==> src/hw/bypass_pkg.sv <==
// constants and types shared by the bypass sequencer
package bypass_pkg;
    localparam int unsigned CLK_HZ         = 10_000_000;
    localparam int unsigned TIME_W         = 16;
    localparam int unsigned MS_US          = 1000;
    // time counts are in milliseconds; one tick per millisecond
    localparam int unsigned TICK_CYCLES    = CLK_HZ / MS_US;
    localparam int unsigned TICK_W         = 14;
    localparam int unsigned SPEED_W        = 16;
    // mode encodings
    localparam logic [1:0]  MODE_OFF       = 2'h0;
    localparam logic [1:0]  MODE_SYNC_OVL  = 2'h1;
    localparam logic [1:0]  MODE_SYNC_NOOV = 2'h2;
    localparam logic [1:0]  MODE_UNSYNC    = 2'h3;
    // trigger select bit positions
    localparam int unsigned TRIG_CTRL      = 0;
    localparam int unsigned TRIG_SPEED     = 1;
    localparam int unsigned TRIG_FAULT     = 2;
    // control/status word bit positions
    localparam int unsigned CSW_CONV_CLOSE = 0;
    localparam int unsigned CSW_LINE_CLOSE = 1;
    localparam int unsigned CSW_SYNC_REQ   = 2;
    localparam int unsigned CSW_ON_LINE    = 3;
    localparam int unsigned CSW_W          = 4;
    // feedback indices
    localparam int unsigned FB_CONV        = 0;
    localparam int unsigned FB_LINE        = 1;
    // sync status bit for synchronism reached
    localparam int unsigned SYNC_REACHED   = 2;
    localparam int unsigned SYNC_W         = 4;
    // internal model voltages as sync source
    localparam logic [1:0]  SYNC_SRC_MODEL = 2'h1;

    typedef enum logic [9:0] {
        ST_CONV      = 10'h001,
        ST_SYNC_OUT  = 10'h002,
        ST_DELAY     = 10'h004,
        ST_OPEN_CONV = 10'h008,
        ST_DEAD_OUT  = 10'h010,
        ST_CLOSE_LN  = 10'h020,
        ST_LINE      = 10'h040,
        ST_RET_DLY   = 10'h080,
        ST_OPEN_LN   = 10'h100,
        ST_DEAD_IN   = 10'h200
    } seq_state_e;
endpackage : bypass_pkg

==> src/hw/bypass_contactor_sequencer.sv <==
// bypass contactor sequencer: moves the motor between converter and line
`timescale 1ns/1ps
`default_nettype none
// How it works
// - no-overlap: line closes after converter opened
// - phase lead from sync phase setpoint
// - no-overlap mode only from control source
// - model voltages; sync request enables sync
// - unsync out: inhibit, open converter, de-excite, close
// - unsync in: open line, wait, close converter
// - contactor commands never both closed unsync
// - control source: bypass follows command, return delay
// - speed source: bypass when setpoint above threshold
// - return when ramp input below threshold
// - fault source: fault to line, ack returns
// - restart acknowledge with fault gone needed to return
// - fault: inhibit, delay, open, deadtime, close line
// - fault gone: delay, open line, deadtime, close
// - feedback inputs index0 converter index1 line
// - no-overlap: synchronism reached checked before switching
// - sync request set at synchronised start
module bypass_contactor_sequencer
    import bypass_pkg::*;
#(
    parameter int unsigned TICK_DIV = TICK_CYCLES
) (
    input  wire logic                core_clk,
    input  wire logic                rst,
    input  wire logic [1:0]          bypass_mode_select,
    input  wire logic [2:0]          bypass_trigger_select,
    input  wire logic                bypass_command_input,
    input  wire logic [TIME_W-1:0]   bypass_dead_time,
    input  wire logic [TIME_W-1:0]   return_delay_time,
    input  wire logic [TIME_W-1:0]   bypass_delay_time,
    input  wire logic [SPEED_W-1:0]  bypass_speed_threshold,
    input  wire logic [SPEED_W-1:0]  speed_setpoint,
    input  wire logic [SPEED_W-1:0]  ramp_input_setpoint,
    input  wire logic                converter_fault,
    input  wire logic                on_command,
    input  wire logic [1:0]          contactor_feedback_input,
    input  wire logic [SYNC_W-1:0]   sync_status_word,
    input  wire logic [SPEED_W-1:0]  sync_phase_setpoint,
    output logic [CSW_W-1:0]         bypass_ctrl_status_word,
    output logic                     pulse_enable,
    output logic                     sync_enable_input,
    output logic [1:0]               sync_voltage_source_select,
    output logic [SPEED_W-1:0]       sync_phase_lead
);
    import bypass_pkg::*;

    seq_state_e        st_q, st_d;
    logic              conv_q, conv_d, line_q, line_d, syn_q, syn_d, pul_q, pul_d;
    logic              fltpath_q, fltpath_d;
    logic              t_start;
    logic [TIME_W-1:0] t_load;
    logic              t_done;
    logic              nooverlap, unsync, sel_ctrl_only;
    logic              want_out, want_in, fb_conv, fb_line, synced;

    bypass_timer #(.TICK_DIV(TICK_DIV)) u_timer (
        .core_clk (core_clk),
        .rst      (rst),
        .start    (t_start),
        .load_ms  (t_load),
        .done     (t_done)
    );

    always_comb begin
        fb_conv   = contactor_feedback_input[FB_CONV];
        fb_line   = contactor_feedback_input[FB_LINE];
        synced    = sync_status_word[SYNC_REACHED];
        nooverlap = (bypass_mode_select == MODE_SYNC_NOOV);
        unsync    = (bypass_mode_select == MODE_UNSYNC);
        sel_ctrl_only = (bypass_trigger_select == 3'h1);
        want_out = 1'b0;
        if (nooverlap) begin
            want_out = sel_ctrl_only && bypass_command_input;
        end else if (unsync) begin
            if (bypass_trigger_select[TRIG_CTRL] && bypass_command_input)
                want_out = 1'b1;
            if (bypass_trigger_select[TRIG_SPEED] && speed_setpoint > bypass_speed_threshold)
                want_out = 1'b1;
            if (bypass_trigger_select[TRIG_FAULT] && converter_fault)
                want_out = 1'b1;
        end
        // return condition per source; fault source also needs on command
        want_in = 1'b1;
        if (fltpath_q) begin
            want_in = !converter_fault && on_command;
        end else if (unsync && bypass_trigger_select[TRIG_SPEED]) begin
            want_in = ramp_input_setpoint < bypass_speed_threshold;
        end else begin
            want_in = !bypass_command_input;
        end
    end

    always_comb begin
        st_d      = st_q;
        conv_d    = conv_q;
        line_d    = line_q;
        syn_d     = syn_q;
        pul_d     = pul_q;
        fltpath_d = fltpath_q;
        t_start   = 1'b0;
        t_load    = bypass_dead_time;
        unique case (st_q)
            ST_CONV: begin
                conv_d = 1'b1;
                pul_d  = 1'b1;
                if (want_out && fb_conv) begin
                    fltpath_d = unsync && bypass_trigger_select[TRIG_FAULT] && converter_fault;
                    if (nooverlap) begin
                        syn_d = 1'b1;
                        st_d  = ST_SYNC_OUT;
                    end else begin
                        pul_d   = 1'b0;
                        t_start = 1'b1;
                        t_load  = fltpath_d ? bypass_delay_time : '0;
                        st_d    = ST_DELAY;
                    end
                end
            end
            ST_SYNC_OUT: begin
                if (!want_out) begin
                    syn_d = 1'b0;
                    st_d  = ST_CONV;
                end else if (synced) begin
                    conv_d = 1'b0;
                    pul_d  = 1'b0;
                    st_d   = ST_OPEN_CONV;
                end
            end
            ST_DELAY: begin
                if (t_done) begin
                    conv_d = 1'b0;
                    st_d   = ST_OPEN_CONV;
                end
            end
            ST_OPEN_CONV: begin
                if (!fb_conv) begin
                    t_start = 1'b1;
                    t_load  = nooverlap ? '0 : bypass_dead_time;
                    st_d    = ST_DEAD_OUT;
                end
            end
            ST_DEAD_OUT: begin
                if (t_done && !fb_conv && !conv_q) begin
                    line_d = 1'b1;
                    syn_d  = 1'b0;
                    st_d   = ST_CLOSE_LN;
                end
            end
            ST_CLOSE_LN: begin
                if (fb_line)
                    st_d = ST_LINE;
            end
            ST_LINE: begin
                if (want_in) begin
                    t_start = 1'b1;
                    t_load  = return_delay_time;
                    st_d    = ST_RET_DLY;
                end
            end
            ST_RET_DLY: begin
                if (!want_in) begin
                    st_d = ST_LINE;
                end else if (t_done) begin
                    line_d = 1'b0;
                    st_d   = ST_OPEN_LN;
                end
            end
            ST_OPEN_LN: begin
                if (!fb_line) begin
                    t_start = 1'b1;
                    t_load  = bypass_dead_time;
                    st_d    = ST_DEAD_IN;
                end
            end
            ST_DEAD_IN: begin
                if (t_done && !fb_line && !line_q) begin
                    conv_d    = 1'b1;
                    fltpath_d = 1'b0;
                    st_d      = ST_CONV;
                end
            end
            default: begin
                conv_d = 1'b0;
                line_d = 1'b0;
                st_d   = ST_CONV;
            end
        endcase
        if (line_d)
            conv_d = 1'b0;
    end

    always_ff @(posedge core_clk) begin
        if (rst) begin
            st_q      <= ST_CONV;
            conv_q    <= 1'b0;
            line_q    <= 1'b0;
            syn_q     <= 1'b0;
            pul_q     <= 1'b0;
            fltpath_q <= 1'b0;
        end else begin
            st_q      <= st_d;
            conv_q    <= conv_d;
            line_q    <= line_d;
            syn_q     <= syn_d;
            pul_q     <= pul_d;
            fltpath_q <= fltpath_d;
        end
    end

    // registered outputs
    logic [SPEED_W-1:0] lead_q;
    logic [1:0]         src_q;
    logic               on_line_q;

    always_ff @(posedge core_clk) begin
        if (rst) begin
            lead_q    <= '0;
            src_q     <= '0;
            on_line_q <= 1'b0;
        end else begin
            lead_q    <= sync_phase_setpoint;
            src_q     <= SYNC_SRC_MODEL;
            on_line_q <= (st_d == ST_LINE);
        end
    end

    always_comb begin
        bypass_ctrl_status_word                 = '0;
        bypass_ctrl_status_word[CSW_CONV_CLOSE] = conv_q;
        bypass_ctrl_status_word[CSW_LINE_CLOSE] = line_q;
        bypass_ctrl_status_word[CSW_SYNC_REQ]   = syn_q;
        bypass_ctrl_status_word[CSW_ON_LINE]    = on_line_q;
        pulse_enable               = pul_q;
        sync_enable_input          = syn_q;
        sync_voltage_source_select = src_q;
        sync_phase_lead            = lead_q;
    end
endmodule : bypass_contactor_sequencer
`default_nettype wire

==> src/hw/bypass_timer.sv <==
// millisecond tick divider and delay counter
`timescale 1ns/1ps
`default_nettype none
module bypass_timer
    import bypass_pkg::*;
#(
    parameter int unsigned TICK_DIV = TICK_CYCLES
) (
    input  wire logic              core_clk,
    input  wire logic              rst,
    input  wire logic              start,
    input  wire logic [TIME_W-1:0] load_ms,
    output logic                   done
);
    logic [TICK_W-1:0] div_q, div_d;
    logic [TIME_W-1:0] cnt_q, cnt_d;
    logic              tick;

    always_comb begin
        tick  = (div_q == TICK_W'(TICK_DIV - 1));
        div_d = tick ? '0 : div_q + 1'b1;
        cnt_d = cnt_q;
        if (start) begin
            cnt_d = load_ms;
            div_d = '0;
        end else if (tick && cnt_q != '0) begin
            cnt_d = cnt_q - 1'b1;
        end
        done = (cnt_q == '0) && !start;
    end

    always_ff @(posedge core_clk) begin
        if (rst) begin
            div_q <= '0;
            cnt_q <= '0;
        end else begin
            div_q <= div_d;
            cnt_q <= cnt_d;
        end
    end
endmodule : bypass_timer
`default_nettype wire

==> config.mk <==
export PLATFORM = sky130hd
export DESIGN_NAME = bypass_contactor_sequencer
export DESIGN_NICKNAME = d
export VERILOG_FILES = /design/src/hw/bypass_pkg.sv /design/src/hw/bypass_contactor_sequencer.sv /design/src/hw/bypass_timer.sv
export SDC_FILE = /design/constraint.sdc
export NUM_CORES = 1
export LEC_CHECK = 0
export BUFFER_PORTS_ARGS = -buffer_cell sky130_fd_sc_hd__buf_4
export CAP_MARGIN = 20
export CORE_ASPECT_RATIO = 2
export CORE_MARGIN = 2
export CORE_UTILIZATION = 40
export DETAILED_ROUTE_END_ITERATION = 10
export GPL_ROUTABILITY_DRIVEN = 0
export PLACE_DENSITY = 0.73
export SYNTH_ARGS = -nofsm -noshare
export SYNTH_HDL_FRONTEND = slang
export SYNTH_SLANG_ARGS = --single-unit
==> constraint.sdc <==
create_clock -name core_clk -period 4.1 [get_ports core_clk]
set_clock_uncertainty 0.05 [all_clocks]
set_input_delay 0.41 -clock core_clk [delete_from_list [all_inputs] [get_ports core_clk]]
set_output_delay 0.41 -clock core_clk [all_outputs]
set_load 0.01 [all_outputs]
==> results.txt <==
The flow ran to the end, and the final reports show no timing, DRC or antenna violations. The full die area is 0.0109 mm². The portion of the clock cycle consumed by the worst path in the final layout came out at 86.4%. The layout net count came out at 782.

The detailed-route wire length came out at 12200 µm. The pin count of the biggest net entering global routing is 41. The fraction of post-synthesis cell area in the top cell type by area is 31.5%. The routed length per instance is 16.1 µm.

The floorplan step set the die width to 74.8 µm. Once detail routing completed, the nets flagged for antenna violations numbered 0. The standard cell with the maximum stage delay on the critical path is o31ai_1. The share of flip-flops with an asynchronous set or reset after synthesis came out at 0%. The number of nets produced by synthesis came out at 642. Combinational logic is responsible for 19.5% of the overall power.

For this run, the leading register cell type out of synthesis is dfxtp_1. The final non-filler cell total came out at 757. The number of iterations in the first detailed-routing pass came out at 7. The post-synthesis cell count came out at 481. The worst setup path is launched from an input port. The TritonCTS buffer count came out at 9. The number of buffers and inverters on the critical path is 2. The area of the core came out at 0.00976 mm².

Setup repair after global routing left no endpoint under its margin. In this run, synthesis inferred 0 flip-flops with an integrated enable. The actual transition at the worst max-transition pin is 0.853 ns.

For the worst setup path, the data required time is 4.31 ns. Among cell families on the critical path, the largest total delay comes from simple AND/OR/NAND/NOR gates. The die outline height came out at 146 µm.

For the finished layout, the period the worst path requires is 3.54 ns. The number of unique standard cell types used by synthesis is 60. The share of post-route cells with drive strength above 1 is 28.8%. During synthesis, Yosys emitted a total of 0 warnings. The reported max-cap violation count is 0.

The total chip power came out at 1920 µW. Summed over all layers, the global routing overflow is 0. The clock-pin slew on the worst setup and hold paths is 0.05 ns.

The part of the total power dissipated in sequential elements is 34.2%. The number of setup buffers added after CTS is 0. The internal reg-to-reg setup slack is 0.75 ns.

The most repeated cell in the gate-level netlist after synthesis is dfxtp_1. The category of the most critical setup path is in2reg. The vias per cell came out at 5.54. Of all cell types, the one taking the most synthesized area is dfxtp_1.

The mean post-synth cell area came out at 8.33 µm². The total instance count after detailed placement came out at 742. The count of endpoints failing hold in the final timing report came out at 0. Counting instances in the post-synthesis netlist gives the leading cell types as dfxtp_1 (63), nor2_1 (56), ha_1 (33). The boundary pin count came out at 152.

The combined area of all synthesized cells is 0.00401 mm². The first-pass GRT wire length came out at 19400 µm. For this run, design rule violations remaining after detail routing come to 0. The areal power density over the cells is 345 mW/mm². Of all nets on the critical path, the largest fanout is 13.

The number of setup violations in the final report is 0. The count of buffers inserted at the top-level ports came out at 147. No sink is reached through more buffers than the 2 on the longest clock path. The maximum operating frequency came out at 0.282 GHz. Counting flops and latches in the post-synthesis netlist gives 63. The layout-stage area growth over the synthesis result is 38.5%. The internal power summed over all cells is 1460 µW.

The largest vdd supply drop is 0.269 mV. The detailed-route via count is 4192. After synthesis, the cell types taking the most area are dfxtp_1 (31%), ha_1 (10%), nor2_1 (5.2%). The min-delay analysis places its worst path in the category in2reg. In this design, the stage delay of the slowest critical-path cell is 0.65 ns. The final number of max-transition violations came out at 0. The data arrival time at the worst-slack endpoint is 3.75 ns. The leakage power figure came out at 0.00244 µW. TritonCTS built the clock tree. For this run, the register share of the synthesized area comes to 31.5%. The overall track demand over capacity in global routing came out at 22.8%. CTS placed an instance of clkbuf_16 at the clock tree root. CTS built an H-tree with a depth of 3. The count of antenna diodes in the layout came out at 0. The HPWL after detailed placement came out at 9890 µm. The number of gates resized after CTS is 0. The number of global-route vias before repair was 4346. The initial utilization of the core area, before any placement, comes to 41.0%.

The initial antenna violation count came to 0. The signal on the critical path passes through buf_4, inv_1, ha_1, a211oi_1, nor2_1, a2111o_1, o31ai_1, nor2_1, or3_1, or3_1, nor2_1. The number of placement rows is 51. In this run, post-CTS hold repair placed 0 buffers.

The proportion of total power due to net switching is 24.0%. The total net switching power is 460 µW. The worst max-slew margin expressed relative to the limit is 42.6%. The endpoint class of the critical path is a flip-flop. Of the total power, the clock network draws 46.3%. Among the stages of the critical path, the cell type that occurs most often is nor2_1. The DRC marker count from the first detailed-route iteration is 283. Clock tree synthesis found a total of 63 sinks. The summed negative setup slack over all endpoints came out at 0 ns. The latest clock arrival within the worst-skew pair came out at 0.33 ns.
==> cells by family (layout without fill, tap and decap cells) <==
logic type | Yosys count | count (layout) | synth area share, %
buf+inv | 50 | 194 | 5.37
xor+xnor | 28 | 28 | 6.12
compound gates | 103 | 103 | 18.2
other cells | 1 | 1 | 0.0936
simple gates | 202 | 202 | 28.1
flops | 63 | 63 | 31.5
fa+ha+maj | 33 | 33 | 10.3
mux | 1 | 1 | 0.281
==> worst register-to-register path, delay by kind of cell, from the launching register on <==
kind,cells,cell delay (ns)
flops,1,0.35
compound gates,3,0.54
simple gates,6,2.27
==> per-stage QoR <==
| step | util (%) | setup WS (ns) | area, µm² | hold slack (ns) |
|---|---|---|---|---|
| floorplan | - | 0.842 | 4010 | 0.363 |
| global placement | 53.3 | 0.334 | 5200 | 0.377 |
| detailed placement | 53.3 | 0.290 | 5200 | 0.385 |
| CTS | 56.8 | 0.637 | 5550 | 0.233 |
| global route | 56.8 | 0.325 | 5550 | 0.239 |
| finish | 56.8 | 0.558 | 5550 | 0.240 |
==> worst paths after layout <==
kind / start / end / cells after the start
setup reg to reg: u_timer.cnt_q[7] / fltpath_q / 9
hold / removal: sync_phase_setpoint[9] / sync_phase_lead[9] / 2
setup / recovery: bypass_speed_threshold[13] / u_timer.div_q[11] / 11
hold reg to reg: u_timer.div_q[0] / u_timer.div_q[0] / 1
==> power by group through the flow <==
stage | registers [µW] | clock network (µW) | logic [µW]
final | 655 | 888 | 373
after global routing | 658 | 928 | 410
after CTS | 655 | 897 | 374
after detailed placement | 667 | 0 | 372
after global placement | 666 | 0 | 362
after floorplan | 670 | 0 | 199
==> area by class of cell <==
type	instances	area (µm²)
fill	934	4210
multi-input combinational	368	2530
clock inverter	3	90.1
tap	132	165
clock buffer	12	256
sequential	63	1260
timing repair buffer	153	1150
inverter	26	97.6
==> flip-flops by register name (all words and copies together), names as in the netlist <==
signal / cells
conv_q: 1
st_q: 10
u_timer.cnt_q: 16
sync_voltage_source_select: 1
line_q: 1
fltpath_q: 1
on_line_q: 1
sync_enable_input: 1
pulse_enable: 1
u_timer.div_q: 14
sync_phase_lead: 16
==> layer usage <==
metal	GRT usage (%)	up-vias	wire length, µm
li1	-	2046	-
met1	21.0	1932	4070
met2	43.0	167	6810
met3	4.36	47	610
met4	13.6	0	691
met5	0	-	0
==> cell usage in the layout (no fill, tap or decap), types with 2 or more instances in the layout <==
| cell type | n |
|---|---|
| a211oi_1 | 16 |
| inv_1 | 26 |
| nor2_1 | 56 |
| a21oi_1 | 23 |
| and4_1 | 2 |
| nor4b_1 | 3 |
| o211ai_1 | 2 |
| o31ai_1 | 4 |
| nor3b_1 | 3 |
| and3_1 | 7 |
| nor4b_2 | 2 |
| a21boi_0 | 3 |
| nand3b_1 | 3 |
| buf_4 | 153 |
| a31oi_1 | 3 |
| a222oi_1 | 16 |
| clkbuf_16 | 9 |
| o21a_1 | 4 |
| nand4_1 | 13 |
| nand2_1 | 27 |
| xor2_1 | 7 |
| o21ai_0 | 16 |
| or2_2 | 3 |
| a21o_1 | 4 |
| dfxtp_1 | 63 |
| xnor2_1 | 21 |
| nand2b_1 | 5 |
| nor3_1 | 14 |
| clkbuf_8 | 2 |
| nor2b_1 | 19 |
| ha_1 | 33 |
| nand3_1 | 15 |
| nand4b_1 | 7 |
| nor4_1 | 7 |
| and2_1 | 3 |
| or3_1 | 3 |
| bufinv_16 | 3 |
Power figures use the tool's default switching activity.
